[config.mk]
export PLATFORM = sky130hd
export DESIGN_NAME = sdt_dma
export DESIGN_NICKNAME = d
export VERILOG_FILES = /design/src/sdt_pkg.sv /design/src/sdt_dma.sv
export SDC_FILE = /design/constraint.sdc
export NUM_CORES = 1
export LEC_CHECK = 0
export BUFFER_PORTS_ARGS = -buffer_cell sky130_fd_sc_hd__buf_2
export CAP_MARGIN = 20
export CORE_ASPECT_RATIO = 1.4
export CORE_UTILIZATION = 50
export DETAILED_ROUTE_END_ITERATION = 10
export PLACE_DENSITY = 0.74
export SYNTH_ARGS = -nofsm -noshare
export SYNTH_HDL_FRONTEND = slang
export SYNTH_SLANG_ARGS = --single-unit
[constraint.sdc]
create_clock -name REF_CLK -period 5.9 [get_ports REF_CLK]
set_input_delay 0.59 -clock REF_CLK [delete_from_list [all_inputs] [get_ports REF_CLK]]
set_output_delay 0.59 -clock REF_CLK [all_outputs]
set_load 0.01 [all_outputs]
[src/sdt_pkg.sv]
package sdt_pkg;
  // ==========================================================
  // widths and fixed codes
  localparam int         ADDR_W     = 16;
  localparam int         DATA_W     = 8;
  localparam int         BUF_DEPTH  = 2;
  localparam logic [2:0] CYC_MIN    = 3'h2;
  localparam logic [2:0] CYC_MAX    = 3'h4;
  localparam logic [7:0] RETI_B0    = 8'hed;
  localparam logic [7:0] RETI_B1    = 8'h4d;
  localparam logic [7:0] PULSE_LAST = 8'hff;
  // ==========================================================
  // status byte bit positions
  localparam int ST_READY = 0;
  localparam int ST_INT   = 1;
  localparam int ST_MATCH = 2;
  localparam int ST_END   = 3;
  // ==========================================================
  // vector modification: cause code replaces bits [2:1]
  localparam int         VEC_LO      = 1;
  localparam logic [1:0] CAUSE_READY = 2'h0;
  localparam logic [1:0] CAUSE_MATCH = 2'h1;
  localparam logic [1:0] CAUSE_END   = 2'h2;
  // ==========================================================
  // early-end bits inside a port config
  localparam int EE_IO  = 0;
  localparam int EE_MEM = 1;
  localparam int EE_RD  = 2;
  localparam int EE_WR  = 3;
  // ==========================================================
  // reset values
  localparam logic [15:0] ADDR_RST = 16'h0000;
  localparam logic [7:0]  BYTE_RST = 8'h00;

  typedef enum logic [1:0] {OP_XFER = 2'h1, OP_SEARCH = 2'h2, OP_BOTH = 2'h3} sdt_op_t;
  typedef enum logic [1:0] {MD_BYTE = 2'h0, MD_BURST = 2'h1, MD_CONT = 2'h2} sdt_mode_t;
  typedef enum logic [1:0] {AM_FIXED = 2'h0, AM_INC = 2'h1, AM_DEC = 2'h2} sdt_amode_t;
  typedef enum logic [2:0] {
    S_IDLE  = 3'h0,
    S_REQ   = 3'h1,
    S_RD    = 3'h3,
    S_WR    = 3'h2,
    S_PAUSE = 3'h6,
    S_REL   = 3'h4
  } sdt_state_t;

  typedef struct packed {
    logic       is_io;
    sdt_amode_t amode;
    logic [2:0] cyc_len;
    logic [3:0] early;
  } sdt_port_cfg_t;

  typedef struct packed {
    logic rdy_act_low;
    logic auto_restart;
    logic stop_on_match;
    logic ie_ready;
    logic ie_match;
    logic ie_end;
    logic status_vec;
  } sdt_ctrl_t;
endpackage

[src/sdt_dma.sv]
`timescale 1ns/1ps
// Notes on behaviour
// - transfer, search, or transfer with search
// - master bus; read source, write destination
// - compare each byte to match under mask
// - byte mode releases buses after each byte
// - burst stops after byte once ready drops
// - continuous pauses holding buses until ready
// - byte once read always completes
// - control writes only when idle; they disable
// - read-status and initial-read commands disable
// - status byte, count and both addresses readable
// - cycle length 2, 3 or 4, waits extend
// - each strobe may end half period early
// - 16-bit addresses fixed, up or down
// - source address on read, destination on write
// - auto restart reloads addresses, clears count
// - start buffers writable without touching counters
// - ready, match, end interrupts set pending, vector
// - end-of-block match reflects previous byte
// - acknowledge puts 8-bit vector on data
// - pulse every 256 bytes, offset first
// - pulses only while request and grant active
// - ready polarity programmable
// - priority out follows priority in unless servicing us
// - drive buses only after grant low
module sdt_dma import sdt_pkg::*; #(
  parameter int DEPTH = BUF_DEPTH
) (
  input  wire logic          REF_CLK,
  input  wire logic          RESET_N,
  input  wire logic          CTRL_WR_STB,
  input  wire logic          CMD_READ_STATUS,
  input  wire logic          CMD_INIT_READ,
  input  wire logic          CMD_ENABLE,
  input  wire logic          CMD_LOAD,
  input  wire logic          CMD_CLEAR_STATUS,
  input  wire sdt_op_t       OP_CLASS,
  input  wire sdt_mode_t     MODE,
  input  wire sdt_port_cfg_t PORT_A_CFG,
  input  wire sdt_port_cfg_t PORT_B_CFG,
  input  wire logic          A_IS_SRC,
  input  wire sdt_ctrl_t     CTRL,
  input  wire logic [15:0]   BLOCK_LEN,
  input  wire logic [7:0]    MATCH_BYTE,
  input  wire logic [7:0]    MATCH_MASK,
  input  wire logic [7:0]    VECTOR_BASE,
  input  wire logic [7:0]    PULSE_OFFSET,
  input  wire logic          START_WR_STB,
  input  wire logic [15:0]   START_A,
  input  wire logic [15:0]   START_B,
  input  wire logic          BUS_GRANT_IN_N,
  input  wire logic          BUS_HOLD_REQUEST_IN_N,
  output logic               BUS_HOLD_REQUEST_OE,
  input  wire logic          RDY,
  input  wire logic          WAIT_N,
  input  wire logic          IO_REQUEST_STROBE_N_I,
  input  wire logic          RD_N_I,
  input  wire logic          M1_N,
  input  wire logic [7:0]    DATA_IN,
  output logic [7:0]         DATA_OUT,
  output logic               DATA_OE,
  output logic [15:0]        ADDR_OUT,
  output logic               ADDR_OE,
  output logic               IO_REQUEST_STROBE_N_O,
  output logic               MEMORY_REQUEST_STROBE_N_O,
  output logic               RD_N_O,
  output logic               WR_N_O,
  output logic               STROBE_OE,
  output logic               INT_N_OE,
  input  wire logic          PRIORITY_ENABLE_IN,
  output logic               PRIORITY_ENABLE_OUT,
  output logic [7:0]         STATUS_BYTE,
  output logic [15:0]        BYTE_COUNT,
  output logic [15:0]        ADDR_A_CUR,
  output logic [15:0]        ADDR_B_CUR,
  output logic               ENABLED
);
  localparam int PW = $clog2(DEPTH);

  if (DEPTH < 2 || (DEPTH & (DEPTH - 1)) != 0) begin : g_bad_depth
    $error("sdt_dma: DEPTH must be a power of two, at least 2");
  end

  // ==========================================================
  // state
  sdt_state_t  st_q;
  logic        en_q;
  logic [2:0]  ph_q;
  logic [15:0] addr_a_q, addr_b_q, start_a_q, start_b_q, cnt_q;
  logic [7:0]  pulse_q;
  logic        hold_valid_q, hold_match_q;
  logic        p_rdy_q, p_match_q, p_end_q, int_q;
  logic [1:0]  cause_q;
  logic        in_service_q, fetch_q, reti_b0_q;
  logic        bus_hold_request_q, master_q;

  // ==========================================================
  // DEPTH-entry data buffer between read and write phases, two entries by default
  logic [7:0]  mem_q [DEPTH];
  logic [PW:0] wp_q, rp_q;
  logic        in_valid, in_ready, out_valid, out_ready;
  logic [7:0]  out_data;

  // full test needs the pointer width plus one, or depth folds to zero
  assign in_ready  = (wp_q - rp_q) != (PW+1)'(DEPTH);
  assign out_valid = wp_q != rp_q;
  assign out_data  = mem_q[rp_q[PW-1:0]];

  always_ff @(posedge REF_CLK or negedge RESET_N) begin
    if (!RESET_N) begin
      wp_q <= '0;
      rp_q <= '0;
    end else begin
      if (in_valid && in_ready)
        wp_q <= wp_q + 1'b1;
      if (out_valid && out_ready)
        rp_q <= rp_q + 1'b1;
    end
  end

  genvar gi;
  generate
    for (gi = 0; gi < DEPTH; gi++) begin : g_buf
      always_ff @(posedge REF_CLK or negedge RESET_N) begin
        if (!RESET_N)
          mem_q[gi] <= BYTE_RST;
        else if (in_valid && in_ready && wp_q[PW-1:0] == PW'(gi))
          mem_q[gi] <= DATA_IN;
      end
    end
  endgenerate

  // ==========================================================
  // cycle timing: one REF_CLK is a half T-cycle
  sdt_port_cfg_t src_cfg, dst_cfg, cur_cfg;
  logic [2:0]    len;
  logic [3:0]    last_ph;
  logic          fin, hold, rdy_act, search, xfer, ctl_ok;

  assign src_cfg = A_IS_SRC ? PORT_A_CFG : PORT_B_CFG;
  assign dst_cfg = A_IS_SRC ? PORT_B_CFG : PORT_A_CFG;
  assign cur_cfg = (st_q == S_WR) ? dst_cfg : src_cfg;
  // out-of-range lengths fall back to the slowest setting
  assign len     = (cur_cfg.cyc_len < CYC_MIN || cur_cfg.cyc_len > CYC_MAX) ?
                   CYC_MAX : cur_cfg.cyc_len;
  assign last_ph = {len, 1'b0} - 4'h1;
  assign hold    = ({1'b0, ph_q} == last_ph - 4'h1) && !WAIT_N;
  assign fin     = (st_q == S_RD || st_q == S_WR) && {1'b0, ph_q} == last_ph;
  assign rdy_act = RDY ^ CTRL.rdy_act_low;
  assign search  = OP_CLASS == OP_SEARCH || OP_CLASS == OP_BOTH;
  assign xfer    = OP_CLASS != OP_SEARCH;
  assign ctl_ok  = !bus_hold_request_q;

  assign in_valid  = st_q == S_RD && fin;
  // search-only has no write phase, so the buffer drains at once
  assign out_ready = xfer ? (st_q == S_WR && fin) : 1'b1;

  always_ff @(posedge REF_CLK or negedge RESET_N) begin
    if (!RESET_N)
      ph_q <= 3'h0;
    else if (st_q != S_RD && st_q != S_WR || fin)
      ph_q <= 3'h0;
    else if (!hold)
      ph_q <= ph_q + 3'h1;
  end

  // ==========================================================
  // byte-level sequencing
  logic last_byte, match_ev, byte_done, stop;

  assign last_byte = cnt_q == BLOCK_LEN;
  assign byte_done = fin && (st_q == S_WR || !xfer);
  assign stop      = match_ev && CTRL.stop_on_match;

  always_ff @(posedge REF_CLK or negedge RESET_N) begin
    if (!RESET_N) begin
      st_q <= S_IDLE;
    end else begin
      case (st_q)
        S_IDLE:
          if (en_q && rdy_act && BUS_HOLD_REQUEST_IN_N)
            st_q <= S_REQ;
        S_REQ:
          if (!BUS_GRANT_IN_N)
            st_q <= S_RD;
        S_RD:
          if (fin)
            st_q <= xfer ? S_WR : S_PAUSE;
        S_WR:
          if (fin)
            st_q <= S_PAUSE;
        S_PAUSE:
          if (!en_q || stop || MODE == MD_BYTE)
            st_q <= S_REL;
          else if (MODE == MD_BURST && !rdy_act)
            st_q <= S_REL;
          else if (rdy_act && in_ready)
            st_q <= S_RD;
        S_REL:
          st_q <= S_IDLE;
        default:
          st_q <= S_IDLE;
      endcase
    end
  end

  // ==========================================================
  // enable: any control write while idle disables
  always_ff @(posedge REF_CLK or negedge RESET_N) begin
    if (!RESET_N)
      en_q <= 1'b0;
    // a search-only match shows after the byte, so stop is not tied to byte_done
    else if (stop || byte_done && last_byte && !CTRL.auto_restart)
      en_q <= 1'b0;
    else if (ctl_ok && (CTRL_WR_STB || CMD_READ_STATUS || CMD_INIT_READ))
      en_q <= 1'b0;
    else if (ctl_ok && CMD_ENABLE)
      en_q <= 1'b1;
  end

  // ==========================================================
  // address counters and start buffers
  function automatic logic [15:0] step(input logic [15:0] a, input sdt_amode_t m);
    case (m)
      AM_INC:  step = a + 16'h1;
      AM_DEC:  step = a - 16'h1;
      default: step = a;
    endcase
  endfunction

  logic restart;
  assign restart = byte_done && last_byte && CTRL.auto_restart;

  always_ff @(posedge REF_CLK or negedge RESET_N) begin
    if (!RESET_N) begin
      start_a_q <= ADDR_RST;
      start_b_q <= ADDR_RST;
    end else if (START_WR_STB) begin
      start_a_q <= START_A;
      start_b_q <= START_B;
    end
  end

  always_ff @(posedge REF_CLK or negedge RESET_N) begin
    if (!RESET_N) begin
      addr_a_q <= ADDR_RST;
      addr_b_q <= ADDR_RST;
    end else if (restart || ctl_ok && CMD_LOAD) begin
      addr_a_q <= start_a_q;
      addr_b_q <= start_b_q;
    end else if (fin) begin
      if ((st_q == S_RD) == A_IS_SRC)
        addr_a_q <= step(addr_a_q, PORT_A_CFG.amode);
      else
        addr_b_q <= step(addr_b_q, PORT_B_CFG.amode);
    end
  end

  always_ff @(posedge REF_CLK or negedge RESET_N) begin
    if (!RESET_N)
      cnt_q <= ADDR_RST;
    else if (restart || ctl_ok && CMD_LOAD)
      cnt_q <= ADDR_RST;
    else if (byte_done)
      cnt_q <= cnt_q + 16'h1;
  end

  // ==========================================================
  // match: a byte's result is reported when the next is taken
  logic hit;
  assign hit      = ((out_data ^ MATCH_BYTE) & MATCH_MASK) == 8'h00;
  assign match_ev = search && out_valid && out_ready && hold_valid_q && hold_match_q;

  always_ff @(posedge REF_CLK or negedge RESET_N) begin
    if (!RESET_N) begin
      hold_valid_q <= 1'b0;
      hold_match_q <= 1'b0;
    end else if (restart || ctl_ok && CMD_LOAD) begin
      hold_valid_q <= 1'b0;
      hold_match_q <= 1'b0;
    end else if (search && out_valid && out_ready) begin
      hold_valid_q <= 1'b1;
      hold_match_q <= hit;
    end
  end

  // ==========================================================
  // interrupt pending flags; a new event beats a clear
  logic ev_rdy, ev_end, ack;
  assign ev_rdy = st_q == S_IDLE && en_q && rdy_act && BUS_HOLD_REQUEST_IN_N && CTRL.ie_ready;
  assign ev_end = byte_done && last_byte;
  assign ack    = !IO_REQUEST_STROBE_N_I && !M1_N && int_q && PRIORITY_ENABLE_IN && !bus_hold_request_q;

  always_ff @(posedge REF_CLK or negedge RESET_N) begin
    if (!RESET_N) begin
      p_rdy_q   <= 1'b0;
      p_match_q <= 1'b0;
      p_end_q   <= 1'b0;
    end else begin
      p_rdy_q   <= ev_rdy || p_rdy_q && !CMD_CLEAR_STATUS;
      p_match_q <= match_ev || p_match_q && !CMD_CLEAR_STATUS;
      p_end_q   <= ev_end || p_end_q && !CMD_CLEAR_STATUS;
    end
  end

  always_ff @(posedge REF_CLK or negedge RESET_N) begin
    if (!RESET_N) begin
      int_q   <= 1'b0;
      cause_q <= CAUSE_READY;
    end else if (match_ev && CTRL.ie_match) begin
      int_q   <= 1'b1;
      cause_q <= CAUSE_MATCH;
    end else if (ev_end && CTRL.ie_end) begin
      int_q   <= 1'b1;
      cause_q <= CAUSE_END;
    end else if (ev_rdy) begin
      int_q   <= 1'b1;
      cause_q <= CAUSE_READY;
    end else if (CMD_CLEAR_STATUS) begin
      int_q   <= 1'b0;
    end
  end

  // ==========================================================
  // service tracking: ack sets, return-from-interrupt clears
  always_ff @(posedge REF_CLK or negedge RESET_N) begin
    if (!RESET_N) begin
      fetch_q      <= 1'b0;
      reti_b0_q    <= 1'b0;
      in_service_q <= 1'b0;
    end else begin
      fetch_q <= !M1_N && !RD_N_I;
      if (!M1_N && !RD_N_I && !fetch_q) begin
        reti_b0_q <= DATA_IN == RETI_B0;
        if (reti_b0_q && DATA_IN == RETI_B1)
          in_service_q <= 1'b0;
      end
      if (ack)
        in_service_q <= 1'b1;
    end
  end

  // ==========================================================
  // pulse counter
  always_ff @(posedge REF_CLK or negedge RESET_N) begin
    if (!RESET_N)
      pulse_q <= BYTE_RST;
    else if (ctl_ok && CMD_ENABLE)
      pulse_q <= PULSE_OFFSET;
    else if (byte_done)
      pulse_q <= pulse_q + 8'h1;
  end

  // ==========================================================
  // pin registers
  logic [2:0] ph_out;
  logic       early_off, act;
  assign ph_out    = fin ? 3'h0 : (hold ? ph_q : ph_q + 3'h1);
  assign act       = (st_q == S_RD || st_q == S_WR) && !fin;
  assign early_off = {1'b0, ph_out} == last_ph;

  always_ff @(posedge REF_CLK or negedge RESET_N) begin
    if (!RESET_N) begin
      bus_hold_request_q                  <= 1'b0;
      master_q                  <= 1'b0;
      BUS_HOLD_REQUEST_OE       <= 1'b0;
      ADDR_OE                   <= 1'b0;
      STROBE_OE                 <= 1'b0;
      ADDR_OUT                  <= ADDR_RST;
      IO_REQUEST_STROBE_N_O     <= 1'b1;
      MEMORY_REQUEST_STROBE_N_O <= 1'b1;
      RD_N_O                    <= 1'b1;
      WR_N_O                    <= 1'b1;
    end else begin
      bus_hold_request_q            <= st_q != S_IDLE && st_q != S_REL;
      BUS_HOLD_REQUEST_OE <= st_q != S_IDLE && st_q != S_REL;
      master_q            <= st_q != S_IDLE && st_q != S_REL && !BUS_GRANT_IN_N;
      ADDR_OE             <= act || st_q == S_PAUSE;
      STROBE_OE           <= act || st_q == S_PAUSE;
      ADDR_OUT <= ((st_q == S_WR) == A_IS_SRC) ? addr_b_q : addr_a_q;
      IO_REQUEST_STROBE_N_O     <= !(act && cur_cfg.is_io && ph_out != 3'h0 &&
                                     !(cur_cfg.early[EE_IO] && early_off));
      MEMORY_REQUEST_STROBE_N_O <= !(act && !cur_cfg.is_io && ph_out != 3'h0 &&
                                     !(cur_cfg.early[EE_MEM] && early_off));
      RD_N_O <= !(act && st_q == S_RD && ph_out != 3'h0 &&
                  !(cur_cfg.early[EE_RD] && early_off));
      WR_N_O <= !(act && st_q == S_WR && ph_out != 3'h0 &&
                  !(cur_cfg.early[EE_WR] && early_off));
    end
  end

  always_ff @(posedge REF_CLK or negedge RESET_N) begin
    if (!RESET_N) begin
      DATA_OE  <= 1'b0;
      DATA_OUT <= BYTE_RST;
    end else if (ack) begin
      DATA_OE  <= 1'b1;
      DATA_OUT <= CTRL.status_vec ?
                  {VECTOR_BASE[7:3], cause_q, VECTOR_BASE[0]} : VECTOR_BASE;
    end else begin
      DATA_OE  <= st_q == S_WR && !fin;
      DATA_OUT <= out_data;
    end
  end

  always_ff @(posedge REF_CLK or negedge RESET_N) begin
    if (!RESET_N) begin
      INT_N_OE            <= 1'b0;
      PRIORITY_ENABLE_OUT <= 1'b0;
    end else begin
      // as master the line carries the pulse, so the cpu never sees it
      INT_N_OE <= master_q ? (byte_done && pulse_q == PULSE_LAST)
                           : (int_q && PRIORITY_ENABLE_IN && !in_service_q);
      PRIORITY_ENABLE_OUT <= PRIORITY_ENABLE_IN && !in_service_q;
    end
  end

  always_ff @(posedge REF_CLK or negedge RESET_N) begin
    if (!RESET_N) begin
      STATUS_BYTE <= BYTE_RST;
      BYTE_COUNT  <= ADDR_RST;
      ADDR_A_CUR  <= ADDR_RST;
      ADDR_B_CUR  <= ADDR_RST;
      ENABLED     <= 1'b0;
    end else begin
      STATUS_BYTE           <= BYTE_RST;
      STATUS_BYTE[ST_READY] <= rdy_act;
      STATUS_BYTE[ST_INT]   <= int_q;
      STATUS_BYTE[ST_MATCH] <= p_match_q;
      STATUS_BYTE[ST_END]   <= p_end_q;
      BYTE_COUNT            <= cnt_q;
      ADDR_A_CUR            <= addr_a_q;
      ADDR_B_CUR            <= addr_b_q;
      ENABLED               <= en_q;
    end
  end
endmodule

After elaboration in Yosys (flattened, before gate mapping) --
Index checks and enable logic that the tools add are counted.
Operators by class: bitwise logic cells 5, magnitude comparators 3, muxes and demuxes 54, add/sub/neg operators 12, equality and inequality tests 32, reduce and logical (&&, ||, !) cells 122
Operator list (count):
- $mux W16 | 9
- $logic_and A1 B1 Y1 | 64
- $pmux W16 S2 | 2
- $add A16 B1 Y16 const B | 3
- $mux W8 | 6
- $mux W3 | 13
- $sub A16 B1 Y16 const B | 2
- $mux W10 | 3
- $logic_not A1 Y1 | 23
- $reduce_bool A3 Y1 | 6
- $mux W1 | 17
- $eq A16 B16 Y1 | 1
- $eq A8 B8 Y1 const B | 2
- $pmux W3 S5 | 1
- $logic_or A1 B1 Y1 | 14
- $ne A2 B2 Y1 const B | 7
- $reduce_bool A2 Y1 | 7
- $eq A3 B4 Y1 | 3
- $add A8 B1 Y8 const B | 1
- $and A8 B8 Y8 | 1
- $eq A2 B2 Y1 const B | 4
- $eq A8 B7 Y1 const B | 1
- $logic_not A8 Y1 | 1
- $sub A4 B1 Y4 const B | 2
- other kinds (26) | 35
Word-level totals: bits of input ports 137, register bits after elaboration 212, logic and storage cells 267

Depth between registers and ports, before layout --
depth in word-level cells 18, gate-level depth with buffers 16, depth with buffers taken out 13

Worst setup path after synthesis --
OpenSTA, ideal clock, no wires.
kind in2reg, from input port A_IS_SRC, to register mem_q[0] (netlist name), arrival 3.366 ns, buffers on the path 1, setup slack 2.409 ns, library setup time 0.125 ns, stages on the path 12, cells stage by stage buf_4 xnor2_2 nor2_1 a21oi_1 ha_1 nand2b_1 nor2_1 o41a_1 o211ai_4 nor2_1 nand4_1 mux2_2
Between the ends: word-level cells in the longest chain between the ends 11, elaborated cells on any way between the ends 13, classes of those cells 1 x add/sub; 2 x order compare; 1 x eq/ne; 4 x mux; 5 x reduce/logical
RTL lines:
- start, declared | line sdt_dma.sv:42 | input wire logic A_IS_SRC,
- $mux W10 (on tied branches) | line sdt_dma.sv:141, sdt_dma.sv:142
- $mux W10 * | line sdt_dma.sv:143 | assign cur_cfg = (st_q == S_WR) ? dst_cfg : src_cfg;
- $lt A3 B2 Y1 or $gt A3 B3 Y1 (tied branches) | line sdt_dma.sv:145 | assign len = (cur_cfg.cyc_len < CYC_MIN || cur_cfg.cyc_len > CYC_MAX) ?
- $logic_or A1 B1 Y1 | line sdt_dma.sv:145
- $mux W3 * | line sdt_dma.sv:145
- $sub A4 B1 Y4 * | line sdt_dma.sv:147 | assign last_ph = {len, 1'b0} - 4'h1;
- $eq A3 B4 Y1 * | line sdt_dma.sv:149 | assign fin = (st_q == S_RD || st_q == S_WR) && {1'b0, ph_q} == last_ph;
- $logic_and A1 B1 Y1 * | line sdt_dma.sv:149
- $logic_and A1 B1 Y1 * | line sdt_dma.sv:155 | assign in_valid = st_q == S_RD && fin;
- $logic_and A1 B1 Y1 * (2 in series) | line sdt_dma.sv:128 | else if (in_valid && in_ready && wp_q[PW-1:0] == PW'(gi))
- end signal, assigned by index | line sdt_dma.sv:127 | mem_q[gi] <= BYTE_RST;
- end signal, assigned by index | line sdt_dma.sv:129 | mem_q[gi] <= DATA_IN;
- end, declared | line sdt_dma.sv:100 | logic [7:0] mem_q [DEPTH];
Every way passes the cells marked *; elsewhere a longest branch is shown, timed or not. A chain may end at the register's enable or synchronous reset.

Final worst setup path --
from register st_q[0], to register addr_a_q[14]
Between the ends: word-level cells in the longest chain between the ends 14, elaborated cells on any way between the ends 22, classes of those cells 1 x add/sub; 2 x order compare; 4 x eq/ne; 3 x mux; 12 x reduce/logical
RTL lines:
- start, declared | line sdt_dma.sv:87 | sdt_state_t st_q;
- start signal, assigned | line sdt_dma.sv:189 | st_q <= xfer ? S_WR : S_PAUSE;
- $eq A3 B2 Y1 | line sdt_dma.sv:143, sdt_dma.sv:149, sdt_dma.sv:173
- $mux W10 | line sdt_dma.sv:143
- $lt A3 B2 Y1 or $gt A3 B3 Y1 (tied branches) | line sdt_dma.sv:145
- $logic_or A1 B1 Y1 | line sdt_dma.sv:145
- $mux W3 | line sdt_dma.sv:145
- $sub A4 B1 Y4 | line sdt_dma.sv:147
- $eq A3 B4 Y1 | line sdt_dma.sv:149
- $logic_and A1 B1 Y1 | line sdt_dma.sv:149
- $logic_and A1 B1 Y1 | line sdt_dma.sv:173 | assign byte_done = fin && (st_q == S_WR || !xfer);
- $logic_and A1 B1 Y1 (2 in series) | line sdt_dma.sv:233 | assign restart = byte_done && last_byte && CTRL.auto_restart;
- $logic_or A1 B1 Y1 | line sdt_dma.sv:249 | end else if (restart || ctl_ok && CMD_LOAD) begin
- $reduce_bool A3 Y1 (no source line) or $reduce_bool A2 Y1 (tied branches)
- $reduce_and A3 Y1 (no source line)
- end signal, assigned | line sdt_dma.sv:250 | addr_a_q <= start_a_q;
- end signal, assigned | line sdt_dma.sv:254 | addr_a_q <= step(addr_a_q, PORT_A_CFG.amode);
- end, declared | line sdt_dma.sv:90 | logic [15:0] addr_a_q, addr_b_q, start_a_q, start_b_q, cnt_q;
Several ways; a longest one is shown, not always the timed one.

==> impl_metrics.tcl <==
set metrics [dict create \
    status "finished clean" \
    post_dp_cell_area_sq_um 11700 \
    worst_hold_path_type "in -> async" \
    portBuffers 223 \
    holdWs_ps 99.4 \
    grt_pass1_wl_um 39700 \
    coreArea_sq_um 20500 \
    vias 7977 \
    skew_ps 17.8 \
    post_synth_num_cell_types 72 \
    postCtsSetupBuffers 0 \
    clock_latency_ps 500 \
    p_leak_nw 5.98 \
    antenna_found_initial 2 \
    synth_area_per_cell_sq_um 10.9 \
    fin_nets 1343 \
    clockRootBuffer "clkbuf_16" \
    critPathTopFamily "buffers and inverters" \
    die_area_sq_um 21500 \
    layout_commonest_cell "buf_2" \
    period_share_pct 75.7 \
    clk_path_buf_depth 3 \
    worst_setup_path_start_kind "register" \
    synth_edf_count 0 \
    setup_viol 0 \
    grt_max_degree 139 \
    netlist_instances 956 \
    row_count 62 \
    drt_iter0_markers 406 \
    synth-async-reset-ratio_pct 100 \
    drive_above_1_share_pct 29.8 \
    worstMarginPinSlew_ps 938 \
    r2r-end "addr_a_q[14]$_DFFE_PN0P_" \
    finalSetupTns_ps 0 \
    cp.arrival_ps 4810 \
    htree_levels 1 \
    grt_overflow_total 0 \
    rsz0062_at_grt "no" \
    numCtsBuffers 22 \
    synth_area_sq_um 10400 \
    syn2layout_area_growth_pct 19.9 \
    drv_slew 0 \
    cts_tree "built" \
    cts_sinks 212 \
    place.gp.congestion 0.852 \
    ant_nets 0 \
    ys_seq_area_share_pct 50.9 \
    io_pins 228 \
    die_h_um 173 \
    timing.rr.start "st_q[0]$_DFFE_PN0P_" \
    grt_usage_pct 23.5 \
    postLayoutCellArea_sq_um 12500 \
    path_buf_inv 4 \
    final_core_util_pct 61.1 \
    ys.warnings.count 0 \
    ir_worst_vdd_mv 0.245 \
    powerDensity_nw_per_um2 445 \
    worstPathRequired_ps 6250 \
    drcViolationCount 0 \
    reg2reg_slack_ps 1440 \
    cp_max_fo 77 \
    hold_buffers 0 \
    most-common-layout-cells "buf_2 (222), dfrtp_1 (208), nor2_1 (77)" \
    hold_violations 0 \
    path_cells "nor3b_4 -> xnor2_4 -> buf_4 -> nor2_1 -> a21oi_1 -> ha_1 -> xnor2_1 -> nand2b_1 -> nor2_2 -> inv_2 -> o41ai_4 -> buf_4 -> inv_2 -> a31oi_1 -> o31ai_1" \
    cts_resized 0 \
    end_kind "register" \
    wire_per_inst_um 16.8 \
    drt_first_pass_iters 4 \
    post-dp-hpwl_um 17800 \
    crit_type "reg -> reg" \
    rr_worst_depth 15 \
    cp_slowest_cell "buf_4" \
    synth_flop_cell "dfrtp_1" \
    max_freq_mhz 224 \
    maxCapViolCount 0 \
    finalWirelength_um 24300 \
    viasPerCell 5.52 \
    slew_headroom_pct 37.4 \
    cpPeakStageDelay_ps 640 \
    clkTransAtPathRegs_ps 60 \
    finalCriticalPeriod_ps 4460 \
    fillCellCount 1731 \
    grt_pass1_vias 8176 \
    ys_ff_latch 212 \
    start_util_pct 50.9 \
    dieWidth_um 124 \
]
-- power breakdown --
group	leakage, nW	total [mW]	switching (mW)	internal [mW]
Combinational	2.92	1.91	1.04	0.874
Sequential	2.68	2.21	0.338	1.87
Clock	0.382	1.45	0.566	0.882
Total	5.98	5.57	1.94	3.62
-- worst max-delay path by stage --
stage	slack (ps)	depth (start not counted)	start	end
final	1440	15	st_q[0]$_DFFE_PN0P_	addr_a_q[14]$_DFFE_PN0P_
after global routing	1020	15	st_q[0]$_DFFE_PN0P_	addr_a_q[14]$_DFFE_PN0P_
after CTS	1430	15	st_q[0]$_DFFE_PN0P_	addr_a_q[14]$_DFFE_PN0P_
after detailed placement	1490	15	st_q[0]$_DFFE_PN0P_	addr_b_q[14]$_DFFE_PN0P_
after global placement	1460	14	st_q[0]$_DFFE_PN0P_	addr_a_q[7]$_DFFE_PN0P_
after floorplan	2410	12	A_IS_SRC	mem_q[0]$_DFFE_PN0P_
-- state kept, by name, indices dropped and copies added (netlist names), 3 cells and up --
name and count:
ADDR_A_CUR 16, ADDR_B_CUR 16, ADDR_OUT 16, BYTE_COUNT 16
addr_a_q 16, addr_b_q 16, cnt_q 16, mem_q 16
start_a_q 16, start_b_q 16, DATA_OUT 8, pulse_q 8
STATUS_BYTE 4, ph_q 3, st_q 3
-- through the flow --
stage                     total power, mW  std cells  setup WS [ps]
final                                5.57       1445           1440
after global routing                 5.95       1445           1020
after CTS                            5.61       1444           1430
after detailed placement             4.15       1404           1490
after global placement               4.08       1403           1460
after floorplan                      3.52        959           2410
-- Yosys cell counts, types with 14 or more instances --
master | n | area share [%]
nand3_1 | 19 | 0.91
mux2i_1 | 28 | 2.7
clkbuf_1 | 18 | 0.65
mux2_2 | 64 | 6.9
nand2_1 | 74 | 2.7
xor2_1 | 28 | 2.4
nand2b_1 | 14 | 0.84
nor3_1 | 23 | 1.1
ha_1 | 32 | 3.8
dfrtp_1 | 208 | 50
o21ai_0 | 54 | 2.6
inv_1 | 22 | 0.79
nand4_1 | 14 | 0.84
a21oi_1 | 47 | 2.3
xnor2_1 | 50 | 4.2
nor2_1 | 77 | 2.8
-- layer usage --
layer  global-route usage (%)  vias up  part of all wire [%]
met4                     8.73        2                   3.4
met2                     41.1      225                    51
li1                         -     3821                     -
met3                     3.92       56                   5.8
met1                     28.5     3873                    40
met5                        0        -                 0.053
-- layout make-up --
class                      count  area [sq um]  share of cell area [%]
timing repair buffer         228          1180                    9.46
inverter                      24          90.1                   0.720
multi-input combinational    684          4830                    38.7
clock inverter                12           141                    1.13
antenna                        1          2.50                  0.0200
tap                          256           320                    2.56
clock buffer                  28           624                    4.99
sequential                   212          5310                    42.5
-- cells by family after synthesis --
kind of cell	Yosys count	synth area share, %
other	1	0.0359
flip-flops	212	50.9
AND/OR/NAND/NOR	289	14.3
multiplexers	92	9.60
XOR/XNOR	79	6.71
AO/OA/AOI/OAI	186	11.3
buffers and inverters	63	2.97
adder cells (fa/ha/maj)	34	4.22
No activity file was read; power rests on OpenSTA's default activity.
